===== src/core/sri_defs.vh =====
`ifndef SRI_DEFS_VH
`define SRI_DEFS_VH

// Register indices; byte address is four times the index
`define SRI_IDX_INDIRECT_DATA   8'h00
`define SRI_IDX_TIMER_COUNT     8'h01
`define SRI_IDX_PCL             8'h02
`define SRI_IDX_STATUS          8'h03
`define SRI_IDX_POINTER         8'h04
`define SRI_IDX_IO1_DATA        8'h05
`define SRI_IDX_IO2_DATA        8'h06
`define SRI_IDX_PC_UPPER        8'h0A
`define SRI_IDX_INT_CONTROL     8'h0B
`define SRI_IDX_PERIPH_FLAGS    8'h0C
`define SRI_IDX_COMPARATOR      8'h1F
`define SRI_IDX_PRESCALER       8'h81
`define SRI_IDX_IO1_DIR         8'h85
`define SRI_IDX_IO2_DIR         8'h86
`define SRI_IDX_PERIPH_ENABLES  8'h8C
`define SRI_IDX_POWER_CAUSE     8'h8E
`define SRI_IDX_EEPROM_INTF     8'h90
`define SRI_IDX_VREF            8'h9F
`define SRI_IDX_ACCUMULATOR     8'hA0
`define SRI_IDX_CAUSE_STATE     8'hA1

// Reset and wake values
`define SRI_STATUS_POR          8'h18
`define SRI_PRESCALER_RST       8'hFF
`define SRI_IO1_DIR_RST         5'h1F
`define SRI_IO2_DIR_RST         8'hFF
`define SRI_EEPROM_FORCE        8'h07
`define SRI_VREF_MASK           8'hEF
`define SRI_IRQ_VECTOR          13'h0004

// Field positions
`define SRI_STATUS_TO           4
`define SRI_STATUS_PD           3
`define SRI_GIE_BIT             7
`define SRI_POWER_CAUSE_POR_BIT        1
`define SRI_POWER_CAUSE_BO_BIT         0
`define SRI_PERIPH_BIT          0

// Recorded reset causes
`define SRI_CAUSE_NONE          3'h0
`define SRI_CAUSE_EXT           3'h1
`define SRI_CAUSE_EXT_SLEEP     3'h2
`define SRI_CAUSE_WDT           3'h3
`define SRI_CAUSE_BROWNOUT      3'h4
`define SRI_CAUSE_POR           3'h5
`define SRI_CAUSE_WAKE_WDT      3'h6
`define SRI_CAUSE_WAKE_IRQ      3'h7

// Synchronised input vector layout
`define SRI_IN_POR              0
`define SRI_IN_BROWNOUT         1
`define SRI_IN_WATCHDOG         2
`define SRI_IN_EXT_PIN          3
`define SRI_IN_WAKE_IRQ         4
`define SRI_IN_WAKE_WDT         5
`define SRI_IN_WIDTH            6

`endif


===== src/core/sri_sync.v =====
`timescale 1ns/100ps
`include "sri_defs.vh"

// Three-stage synchroniser; a bit changes once stages two and three agree
module sri_sync
(
	input  wire                      clk,
	input  wire                      rst_n,
	input  wire [`SRI_IN_WIDTH-1:0]  async_in,
	output wire [`SRI_IN_WIDTH-1:0]  sync_out
);

	reg [`SRI_IN_WIDTH-1:0] stage1;
	reg [`SRI_IN_WIDTH-1:0] stage2;
	reg [`SRI_IN_WIDTH-1:0] stage3;

	// Shift chain
	always @(posedge clk)
	begin
		if (!rst_n)
		begin
			stage1 <= {`SRI_IN_WIDTH{1'b0}};
			stage2 <= {`SRI_IN_WIDTH{1'b0}};
			stage3 <= {`SRI_IN_WIDTH{1'b0}};
		end
		else
		begin
			stage1 <= async_in;
			stage2 <= stage1;
			stage3 <= stage2;
		end
	end

	// Agreement filter per bit
	genvar i;
	generate
		for (i = 0; i < `SRI_IN_WIDTH; i = i + 1)
		begin : g_bit
			reg level;
			always @(posedge clk)
			begin
				if (!rst_n)
					level <= 1'b0;
				else if (stage2[i] == stage3[i])
					level <= stage3[i];
			end
			assign sync_out[i] = level;
		end
	endgenerate

endmodule


===== src/core/sri_sfr_init.v =====
// Summary of operation
// - Timer, pointer and port data undefined at power-on, else preserved.
// - Low PC byte clears on every reset; wake continues at PC plus one.
// - Status 0001 1xxx at power-on; cause bits set on resets and wakes.
// - Comparator control six bits clear on resets, kept on wake.
// - Upper PC latch five bits clear on resets, kept on wake.
// - Interrupt control clears bits 7..1 on resets; wake keeps plus wake flags.
// - Prescaler and edge configuration all ones on resets, kept on wake.
// - Both direction registers all ones on resets, kept on wake.
// - EEPROM interface low three bits forced to one on every reset and wake.
// - Voltage reference clears seven bits on resets, kept on wake; bit 4 absent.
// - Unimplemented register bits always read as zero.
// - Interrupt wake with global enable set loads the interrupt vector.
// - Interrupt wake sets the matching request flags.
// - Power-on flag clears on power-on reset only; software sets it.
// - Brown-out flag clears on a brown-out reset.
//
// Decided for this implementation: the APB register port.
`timescale 1ns/100ps
`include "sri_defs.vh"

module sri_sfr_init
(
	input  wire        clk,
	input  wire        rst_n,
	input  wire        psel,
	input  wire        penable,
	input  wire        pwrite,
	input  wire [9:0]  paddr,
	input  wire [31:0] pwdata,
	output wire        pready,
	output reg  [31:0] prdata,
	output reg         pslverr,
	input  wire        por_req,
	input  wire        brownout_req,
	input  wire        watchdog_req,
	input  wire        external_reset_pin_req,
	input  wire        wake_irq_req,
	input  wire        wake_watchdog_req,
	input  wire        sleep_active,
	input  wire [7:0]  wake_int_flags,
	input  wire        wake_periph_flag,
	input  wire [12:0] pc_current,
	output reg         core_hold,
	output reg         pc_load,
	output reg  [12:0] pc_load_value,
	output reg         global_irq_enable,
	output reg  [7:0]  prescaler_edge_config_out,
	output reg  [4:0]  first_io_direction_out,
	output reg  [7:0]  second_io_direction_out
);

	localparam ST_RUN  = 1'b0;
	localparam ST_HOLD = 1'b1;

	reg  [7:0]              working_accumulator;
	reg  [7:0]              timer_count;
	reg  [7:0]              program_counter_low;
	reg  [7:0]              core_status;
	reg  [7:0]              indirect_pointer;
	reg  [4:0]              first_io_data;
	reg  [7:0]              second_io_data;
	reg  [4:0]              program_counter_upper_latch;
	reg  [7:0]              interrupt_control;
	reg                     periph_flag;
	reg  [5:0]              comparator_control;
	reg  [7:0]              prescaler_edge_config;
	reg  [4:0]              first_io_direction;
	reg  [7:0]              second_io_direction;
	reg                     periph_enable;
	reg  [1:0]              power_cause;
	reg  [7:0]              eeprom_serial_interface;
	reg  [7:0]              vref_control;
	reg                     state;
	reg  [2:0]              cause;
	reg  [2:0]              next_cause;
	reg                     held_in_sleep;
	reg                     wake_irq_d;
	reg                     wake_wdt_d;
	wire [`SRI_IN_WIDTH-1:0] raw_in;
	wire [`SRI_IN_WIDTH-1:0] sync_in;
	wire                    any_reset;
	wire                    release_now;
	wire                    wake_irq_evt;
	wire                    wake_wdt_evt;
	wire                    wake_evt;
	wire                    vector_load;
	wire [12:0]             next_pc;
	wire [7:0]              reg_index;
	wire                    addr_ok;
	wire                    setup_phase;
	wire                    write_en;
	reg  [7:0]              read_value;
	reg                     read_hit;

	assign raw_in = {wake_watchdog_req, wake_irq_req, external_reset_pin_req,
		watchdog_req, brownout_req, por_req};

	// Cause inputs come from the reset logic, outside this clock
	sri_sync u_sync
	(
		.clk      (clk),
		.rst_n    (rst_n),
		.async_in (raw_in),
		.sync_out (sync_in)
	);

	assign any_reset    = sync_in[`SRI_IN_POR] | sync_in[`SRI_IN_BROWNOUT] |
		sync_in[`SRI_IN_WATCHDOG] | sync_in[`SRI_IN_EXT_PIN];
	assign release_now  = (state == ST_HOLD) && !any_reset;
	assign wake_irq_evt = (state == ST_RUN) && !any_reset && sync_in[`SRI_IN_WAKE_IRQ] && !wake_irq_d;
	assign wake_wdt_evt = (state == ST_RUN) && !any_reset && !wake_irq_evt &&
		sync_in[`SRI_IN_WAKE_WDT] && !wake_wdt_d;
	assign wake_evt     = wake_irq_evt | wake_wdt_evt;
	assign vector_load  = wake_irq_evt && interrupt_control[`SRI_GIE_BIT];
	assign next_pc      = vector_load ? `SRI_IRQ_VECTOR : pc_current + 13'h0001;

	// Strongest cause seen during the hold, power-on first
	always @*
	begin
		next_cause = cause;
		if (sync_in[`SRI_IN_POR])
			next_cause = `SRI_CAUSE_POR;
		else if (sync_in[`SRI_IN_BROWNOUT] && cause != `SRI_CAUSE_POR)
			next_cause = `SRI_CAUSE_BROWNOUT;
		else if (sync_in[`SRI_IN_WATCHDOG] && cause < `SRI_CAUSE_WDT)
			next_cause = `SRI_CAUSE_WDT;
		else if (sync_in[`SRI_IN_EXT_PIN] && cause == `SRI_CAUSE_NONE)
			next_cause = held_in_sleep ? `SRI_CAUSE_EXT_SLEEP : `SRI_CAUSE_EXT;
	end

	// Hold state and cause recording
	always @(posedge clk)
	begin
		if (!rst_n)
		begin
			state         <= ST_HOLD;
			cause         <= `SRI_CAUSE_POR;
			held_in_sleep <= 1'b0;
			wake_irq_d    <= 1'b0;
			wake_wdt_d    <= 1'b0;
			core_hold     <= 1'b1;
			pc_load       <= 1'b0;
			pc_load_value <= 13'h0000;
		end
		else
		begin
			wake_irq_d <= sync_in[`SRI_IN_WAKE_IRQ];
			wake_wdt_d <= sync_in[`SRI_IN_WAKE_WDT];
			pc_load    <= release_now | wake_evt;
			if (release_now)
				pc_load_value <= 13'h0000;
			else if (wake_evt)
				pc_load_value <= next_pc;
			case (state)
				ST_RUN:
				begin
					if (any_reset)
					begin
						state         <= ST_HOLD;
						core_hold     <= 1'b1;
						held_in_sleep <= sleep_active;
						cause         <= `SRI_CAUSE_NONE;
					end
					else if (wake_irq_evt)
						cause <= `SRI_CAUSE_WAKE_IRQ;
					else if (wake_wdt_evt)
						cause <= `SRI_CAUSE_WAKE_WDT;
				end
				ST_HOLD:
				begin
					cause <= next_cause;
					if (!any_reset)
					begin
						state     <= ST_RUN;
						core_hold <= 1'b0;
					end
				end
				default:
				begin
					state     <= ST_HOLD;
					core_hold <= 1'b1;
				end
			endcase
		end
	end

	// APB decode; answer comes in the access phase, no wait states
	assign reg_index   = paddr[9:2];
	assign addr_ok     = (paddr[1:0] == 2'b00);
	assign setup_phase = psel && !penable;
	assign pready      = psel && penable;
	assign write_en    = psel && penable && pwrite && addr_ok && read_hit && !core_hold;

	// Read mux; absent bits read zero
	always @*
	begin
		read_hit   = 1'b1;
		read_value = 8'h00;
		case (reg_index)
			`SRI_IDX_INDIRECT_DATA:  read_value = 8'h00;
			`SRI_IDX_TIMER_COUNT:    read_value = timer_count;
			`SRI_IDX_PCL:            read_value = program_counter_low;
			`SRI_IDX_STATUS:         read_value = core_status;
			`SRI_IDX_POINTER:        read_value = indirect_pointer;
			`SRI_IDX_IO1_DATA:       read_value = {3'b000, first_io_data};
			`SRI_IDX_IO2_DATA:       read_value = second_io_data;
			`SRI_IDX_PC_UPPER:       read_value = {3'b000, program_counter_upper_latch};
			`SRI_IDX_INT_CONTROL:    read_value = interrupt_control;
			`SRI_IDX_PERIPH_FLAGS:   read_value = {7'h00, periph_flag};
			`SRI_IDX_COMPARATOR:     read_value = {2'b00, comparator_control};
			`SRI_IDX_PRESCALER:      read_value = prescaler_edge_config;
			`SRI_IDX_IO1_DIR:        read_value = {3'b000, first_io_direction};
			`SRI_IDX_IO2_DIR:        read_value = second_io_direction;
			`SRI_IDX_PERIPH_ENABLES: read_value = {7'h00, periph_enable};
			`SRI_IDX_POWER_CAUSE:    read_value = {6'h00, power_cause};
			`SRI_IDX_EEPROM_INTF:    read_value = eeprom_serial_interface;
			`SRI_IDX_VREF:           read_value = vref_control & `SRI_VREF_MASK;
			`SRI_IDX_ACCUMULATOR:    read_value = working_accumulator;
			`SRI_IDX_CAUSE_STATE:    read_value = {3'b000, held_in_sleep, core_hold, cause};
			default:
			begin
				read_hit   = 1'b0;
				read_value = 8'h00;
			end
		endcase
	end

	// Read data and error captured in the setup cycle
	always @(posedge clk)
	begin
		if (!rst_n)
		begin
			prdata  <= 32'h0000_0000;
			pslverr <= 1'b0;
		end
		else if (setup_phase)
		begin
			prdata  <= (read_hit && addr_ok) ? {24'h000000, read_value} : 32'h0000_0000;
			pslverr <= !(read_hit && addr_ok);
		end
	end

	// Core data registers: undefined at power-on, kept otherwise
	always @(posedge clk)
	begin
		if (!rst_n)
		begin
			working_accumulator <= 8'h00;
			timer_count         <= 8'h00;
			indirect_pointer    <= 8'h00;
			first_io_data       <= 5'h00;
			second_io_data      <= 8'h00;
		end
		else if (write_en)
		begin
			case (reg_index)
				`SRI_IDX_ACCUMULATOR: working_accumulator <= pwdata[7:0];
				`SRI_IDX_TIMER_COUNT: timer_count <= pwdata[7:0];
				`SRI_IDX_POINTER:     indirect_pointer <= pwdata[7:0];
				`SRI_IDX_IO1_DATA:    first_io_data <= pwdata[4:0];
				`SRI_IDX_IO2_DATA:    second_io_data <= pwdata[7:0];
				default:              working_accumulator <= working_accumulator;
			endcase
		end
	end

	// Reset-valued registers, loaded on the release cycle or on wake
	always @(posedge clk)
	begin
		if (!rst_n)
		begin
			program_counter_low         <= 8'h00;
			core_status                 <= `SRI_STATUS_POR;
			program_counter_upper_latch <= 5'h00;
			interrupt_control           <= 8'h00;
			periph_flag                 <= 1'b0;
			comparator_control          <= 6'h00;
			prescaler_edge_config       <= `SRI_PRESCALER_RST;
			first_io_direction          <= `SRI_IO1_DIR_RST;
			second_io_direction         <= `SRI_IO2_DIR_RST;
			periph_enable               <= 1'b0;
			power_cause                 <= 2'b00;
			eeprom_serial_interface     <= `SRI_EEPROM_FORCE;
			vref_control                <= 8'h00;
		end
		else if (release_now)
		begin
			program_counter_low         <= 8'h00;
			program_counter_upper_latch <= 5'h00;
			interrupt_control[7:1]      <= 7'h00;
			periph_flag                 <= 1'b0;
			periph_enable               <= 1'b0;
			comparator_control          <= 6'h00;
			prescaler_edge_config       <= `SRI_PRESCALER_RST;
			first_io_direction          <= `SRI_IO1_DIR_RST;
			second_io_direction         <= `SRI_IO2_DIR_RST;
			eeprom_serial_interface     <= eeprom_serial_interface | `SRI_EEPROM_FORCE;
			vref_control                <= 8'h00;
			case (next_cause)
				`SRI_CAUSE_POR:
				begin
					core_status <= {3'b000, 2'b11, core_status[2:0]};
					power_cause <= 2'b00;
				end
				`SRI_CAUSE_BROWNOUT:
				begin
					core_status <= {3'b000, 2'b11, core_status[2:0]};
					power_cause[`SRI_POWER_CAUSE_BO_BIT] <= 1'b0;
				end
				`SRI_CAUSE_WDT:
					core_status <= {3'b000, 2'b01, core_status[2:0]};
				`SRI_CAUSE_EXT_SLEEP:
					core_status <= {3'b000, 2'b10, core_status[2:0]};
				default:
					core_status <= {3'b000, core_status[4:0]};
			endcase
		end
		else if (wake_evt)
		begin
			program_counter_low     <= next_pc[7:0];
			core_status[`SRI_STATUS_TO] <= wake_irq_evt;
			core_status[`SRI_STATUS_PD] <= 1'b0;
			eeprom_serial_interface <= eeprom_serial_interface | `SRI_EEPROM_FORCE;
			if (wake_irq_evt)
			begin
				interrupt_control <= interrupt_control | wake_int_flags;
				periph_flag       <= periph_flag | wake_periph_flag;
			end
		end
		else if (write_en)
		begin
			case (reg_index)
				`SRI_IDX_PCL:            program_counter_low <= pwdata[7:0];
				`SRI_IDX_STATUS:         core_status <= {pwdata[7:5], core_status[4:3], pwdata[2:0]};
				`SRI_IDX_PC_UPPER:       program_counter_upper_latch <= pwdata[4:0];
				`SRI_IDX_INT_CONTROL:    interrupt_control <= pwdata[7:0];
				`SRI_IDX_PERIPH_FLAGS:   periph_flag <= pwdata[`SRI_PERIPH_BIT];
				`SRI_IDX_COMPARATOR:     comparator_control <= pwdata[5:0];
				`SRI_IDX_PRESCALER:      prescaler_edge_config <= pwdata[7:0];
				`SRI_IDX_IO1_DIR:        first_io_direction <= pwdata[4:0];
				`SRI_IDX_IO2_DIR:        second_io_direction <= pwdata[7:0];
				`SRI_IDX_PERIPH_ENABLES: periph_enable <= pwdata[`SRI_PERIPH_BIT];
				`SRI_IDX_POWER_CAUSE:    power_cause <= pwdata[1:0];
				`SRI_IDX_EEPROM_INTF:    eeprom_serial_interface <= pwdata[7:0];
				`SRI_IDX_VREF:           vref_control <= pwdata[7:0] & `SRI_VREF_MASK;
				default:                 power_cause <= power_cause;
			endcase
		end
	end

	// Registered copies for the core and pins
	always @(posedge clk)
	begin
		if (!rst_n)
		begin
			global_irq_enable         <= 1'b0;
			prescaler_edge_config_out <= `SRI_PRESCALER_RST;
			first_io_direction_out    <= `SRI_IO1_DIR_RST;
			second_io_direction_out   <= `SRI_IO2_DIR_RST;
		end
		else
		begin
			global_irq_enable         <= interrupt_control[`SRI_GIE_BIT];
			prescaler_edge_config_out <= prescaler_edge_config;
			first_io_direction_out    <= first_io_direction;
			second_io_direction_out   <= second_io_direction;
		end
	end

endmodule


===== config.mk =====
export PLATFORM = sky130hd
export DESIGN_NAME = sri_sfr_init
export DESIGN_NICKNAME = d
export VERILOG_FILES = /design/src/core/sri_sync.v /design/src/core/sri_sfr_init.v
export VERILOG_INCLUDE_DIRS = /design/src /design/src/core
export SDC_FILE = /design/constraint.sdc
export NUM_CORES = 1
export LEC_CHECK = 0
export BUFFER_PORTS_ARGS = -buffer_cell sky130_fd_sc_hd__buf_2
export CAP_MARGIN = 15
export CORE_MARGIN = 3
export CORE_UTILIZATION = 45
export DETAILED_ROUTE_END_ITERATION = 6
export PLACE_DENSITY = 0.67
export SYNTH_ARGS = -nofsm -noshare
export SYNTH_HDL_FRONTEND = slang
export SYNTH_SLANG_ARGS = --single-unit

===== constraint.sdc =====
create_clock -name clk -period 7.2 [get_ports clk]
set_input_delay 0.72 -clock clk [delete_from_list [all_inputs] [get_ports clk]]
set_output_delay 0.72 -clock clk [all_outputs]
set_load 0.01 [all_outputs]

==> key figures <==
Status
  • Status: finished, final reports clean

Global routing
  • Initial antenna violation count: 0
  • Grt total ovfl: 0
  • First-pass GRT wire length: about 39000 um
  • Total GRT Usage: 0.249
  • Vias in the first global route: 6772
  • Pin count of the biggest net entering global routing: 66

Clock network
  • CTS Hold Bufs: 0
  • Clock sinks: 189
  • CTS buffer count: 17
  • CTS Buffer Depth: 2
  • Clock Latency Late Sink: 0.45 ns
  • Post-CTS sizing: 0
  • CTS H-tree lvls: 4
  • Clock Tree Root: clkbuf_16
  • CTS tree: yes
  • Worst-path clk slew: 0.08 ns
  • Post-CTS setup buffer count: 0

Run
  • Max-cap viol count: 0

Logic synthesis
  • Area share of the largest cell type after synthesis: 0.444
  • Syn Area/Cell: 8.54 um^2
  • Ys Warns: 0
  • Syn Std Cell Area: 8520 um^2
  • Ys flop type: dfxtp_1
  • Flops & latches, synth: 189
  • Leading area contributor after synthesis: dfxtp_1
  • Mapped Cells: 998
  • Post-synth EDFFs: 0
  • Netlist cell types: 70
  • Post-synth ARST share: 0
  • Sequential area share after synthesis: 0.444
  • Area contributors post-synth: dfxtp_1, mux2i_1, nand2_1

Placement
  • Pre-CTS setup slack: 3.50 ns
  • Post-DP HPWL: 17400 um
  • Routability Congestion: 0.981
  • Port Buffers: 98
  • Dpl cells: 1264

Die
  • IO Count: 147
  • Chip width: 144 um
  • Core ar.: 18300 um^2
  • DIE HEIGHT: 144 um
  • Die footprint: 20600 um^2
  • Initial Utilization: 0.466
  • Row cnt: 49

Routing
  • Post-route DRC violation count: 0
  • Via count: 7512
  • Routed Antenna Nets: 0
  • Drt pass-1 iters: 5
  • DRT iter0 DRCs: between 800 and 900
  • Vias per cell: 5.79
  • Average routed wire per standard cell: between 15 and 20 um
  • Final Routed Wirelength: 25400 um

Worst setup path
  • CP startpoint: paddr[4]
  • Arr. time, crit path: 3.64 ns
  • Register-to-Register Setup Slack: approximately 4.2 ns
  • Reg2Reg Depth: 8
  • Crit-path max FO: 38
  • Worst setup path class: in -> reg
  • Data required time of the worst path: about 7.6 ns
  • CP Launch Type: input port
  • Crit end category: flop
  • FF-to-FF Start: u_sync.g_bit[0].level
  • Critical path capture point: prdata[3]
  • Reg2reg end: pc_load_value[12]

STA
  • Minimum clock period: 3.29 ns
  • Final worst setup slack: 3.91 ns
  • Slew Limit Fails: 0
  • Worst slew pin tran: 1.05 ns
  • Fmax: 0.304 GHz
  • Clock skew: 0.00886 ns
  • Setup violators final: 0
  • Final-report hold violation count: 0
  • Crit share post-route: 0.456
  • Rel. slew slack: 0.299
  • RSZ-0062 raised after global routing: no
  • Setup TNS: 0 ns

Pwr
  • VDD IR max: 0.163 mV
  • Power Density: roughly 220 nW/um^2
  • P_leak: approximately 3.6 nW

Layout
  • Max FFs per register: 13
  • Layout cells sized above 1: 0.154
  • Largest Register: pc_load_value
  • FILL cells: 1711
  • Layout Cells excl Fill: 1297
  • Final nets: 1135
  • Area growth from synthesis to layout: 12.4%
  • Ant. Diodes: 0
  • Final core utilization: 0.524

Min path
  • Hold Path Class: reg -> reg
-- layout by cell type, fill, tap and decap left out, types with 25 or more instances in the layout --
master and instances:
nand2_1 128, dfxtp_1 189, mux2i_1 60, nand3_1 80, nor2_1 89, and2_1 26, a21oi_1 67, nand2b_1 27
o21ai_0 34, nor3_1 25, buf_2 98
-- how the worst min path moves through the flow --
stage,start,endpoint,cells after the start
global placement,u_sync.stage1[4],u_sync.stage2[4],1
CTS,u_sync.stage1[2],u_sync.stage2[2],1
global route,u_sync.stage1[5],u_sync.stage2[5],1
finish,u_sync.stage1[0],u_sync.stage2[0],1
detailed placement,u_sync.stage1[2],u_sync.stage2[2],1
floorplan,u_sync.stage1[0],u_sync.stage2[0],1
-- worst max-delay path, cell delays in order --
cell and delay, ns:
buf_2 0.10, buf_4 0.26, or4_1 0.72, nor2_1 0.77, a311oi_1 0.11, and3_1 0.24
nand2b_1 0.37, a221oi_2 0.34
-- per-layer routing --
metal | vias to the layer above | part of all wire | global-route usage
met2 | 333 | 0.45 | 0.374
met5 | - | 0 | 0
met1 | 3539 | 0.45 | 0.361
met4 | 0 | 0.024 | 0.0773
met3 | 34 | 0.081 | 0.0499
li1 | 3606 | - | -
-- cells by family (layout without fill, tap and decap cells) --
| logic type | after synthesis | in the layout | share of synthesized area |
|---|---|---|---|
| XOR/XNOR | 11 | 11 | 0.0113 |
| adder cells (fa/ha/maj) | 4 | 4 | 0.00588 |
| multiplexers | 66 | 66 | 0.0784 |
| AO/OA/AOI/OAI | 192 | 192 | 0.148 |
| AND/OR/NAND/NOR | 430 | 430 | 0.252 |
| buffers and inverters | 105 | 152 | 0.0598 |
| other | 1 | 24 | 0.000440 |
| flip-flops | 189 | 189 | 0.444 |
-- where the power goes --
group	switching (mW)	internal [mW]	leakage [nW]	total (mW)
combinational	0.0948	0.0344	1.84	0.129
clock	0.458	0.459	0.275	0.917
sequential	0.00456	1.05	1.53	1.06
-- synthesized netlist by cell type (11+ instances only) --
cell      number
a211oi_1      13
a21oi_1       67
a22oi_1       16
and2_1        26
buf_2         13
buf_4         24
clkbuf_1      47
dfxtp_1      189
inv_1         11
mux2i_1       60
nand2_1      128
nand2b_1      27
nand3_1       80
nor2_1        90
nor3_1        25
o21ai_0       34
-- cell type report --
class	instances	area, um^2	area share
Multi-Input combinational cell	727	4310	0.451
Tap cell	229	287	0.0299
Sequential cell	189	3780	0.395
Inverter	12	45.0	0.00470
Timing Repair Buffer	108	566	0.0591
Clock buffer	17	425	0.0444
Clock inverter	15	154	0.0161
-- through the flow --
step	power [mW]	hold WS (ns)	instance area [um^2]
3_3_place_gp	1.21	0.414	8990
5_1_grt	2.17	0.447	9570
3_5_place_dp	1.21	0.421	8990
4_1_cts	2.11	0.440	9570
2_1_floorplan	1.17	0.412	8600
6_report	2.10	0.436	9570
No activity file was read; power rests on OpenSTA's default activity.
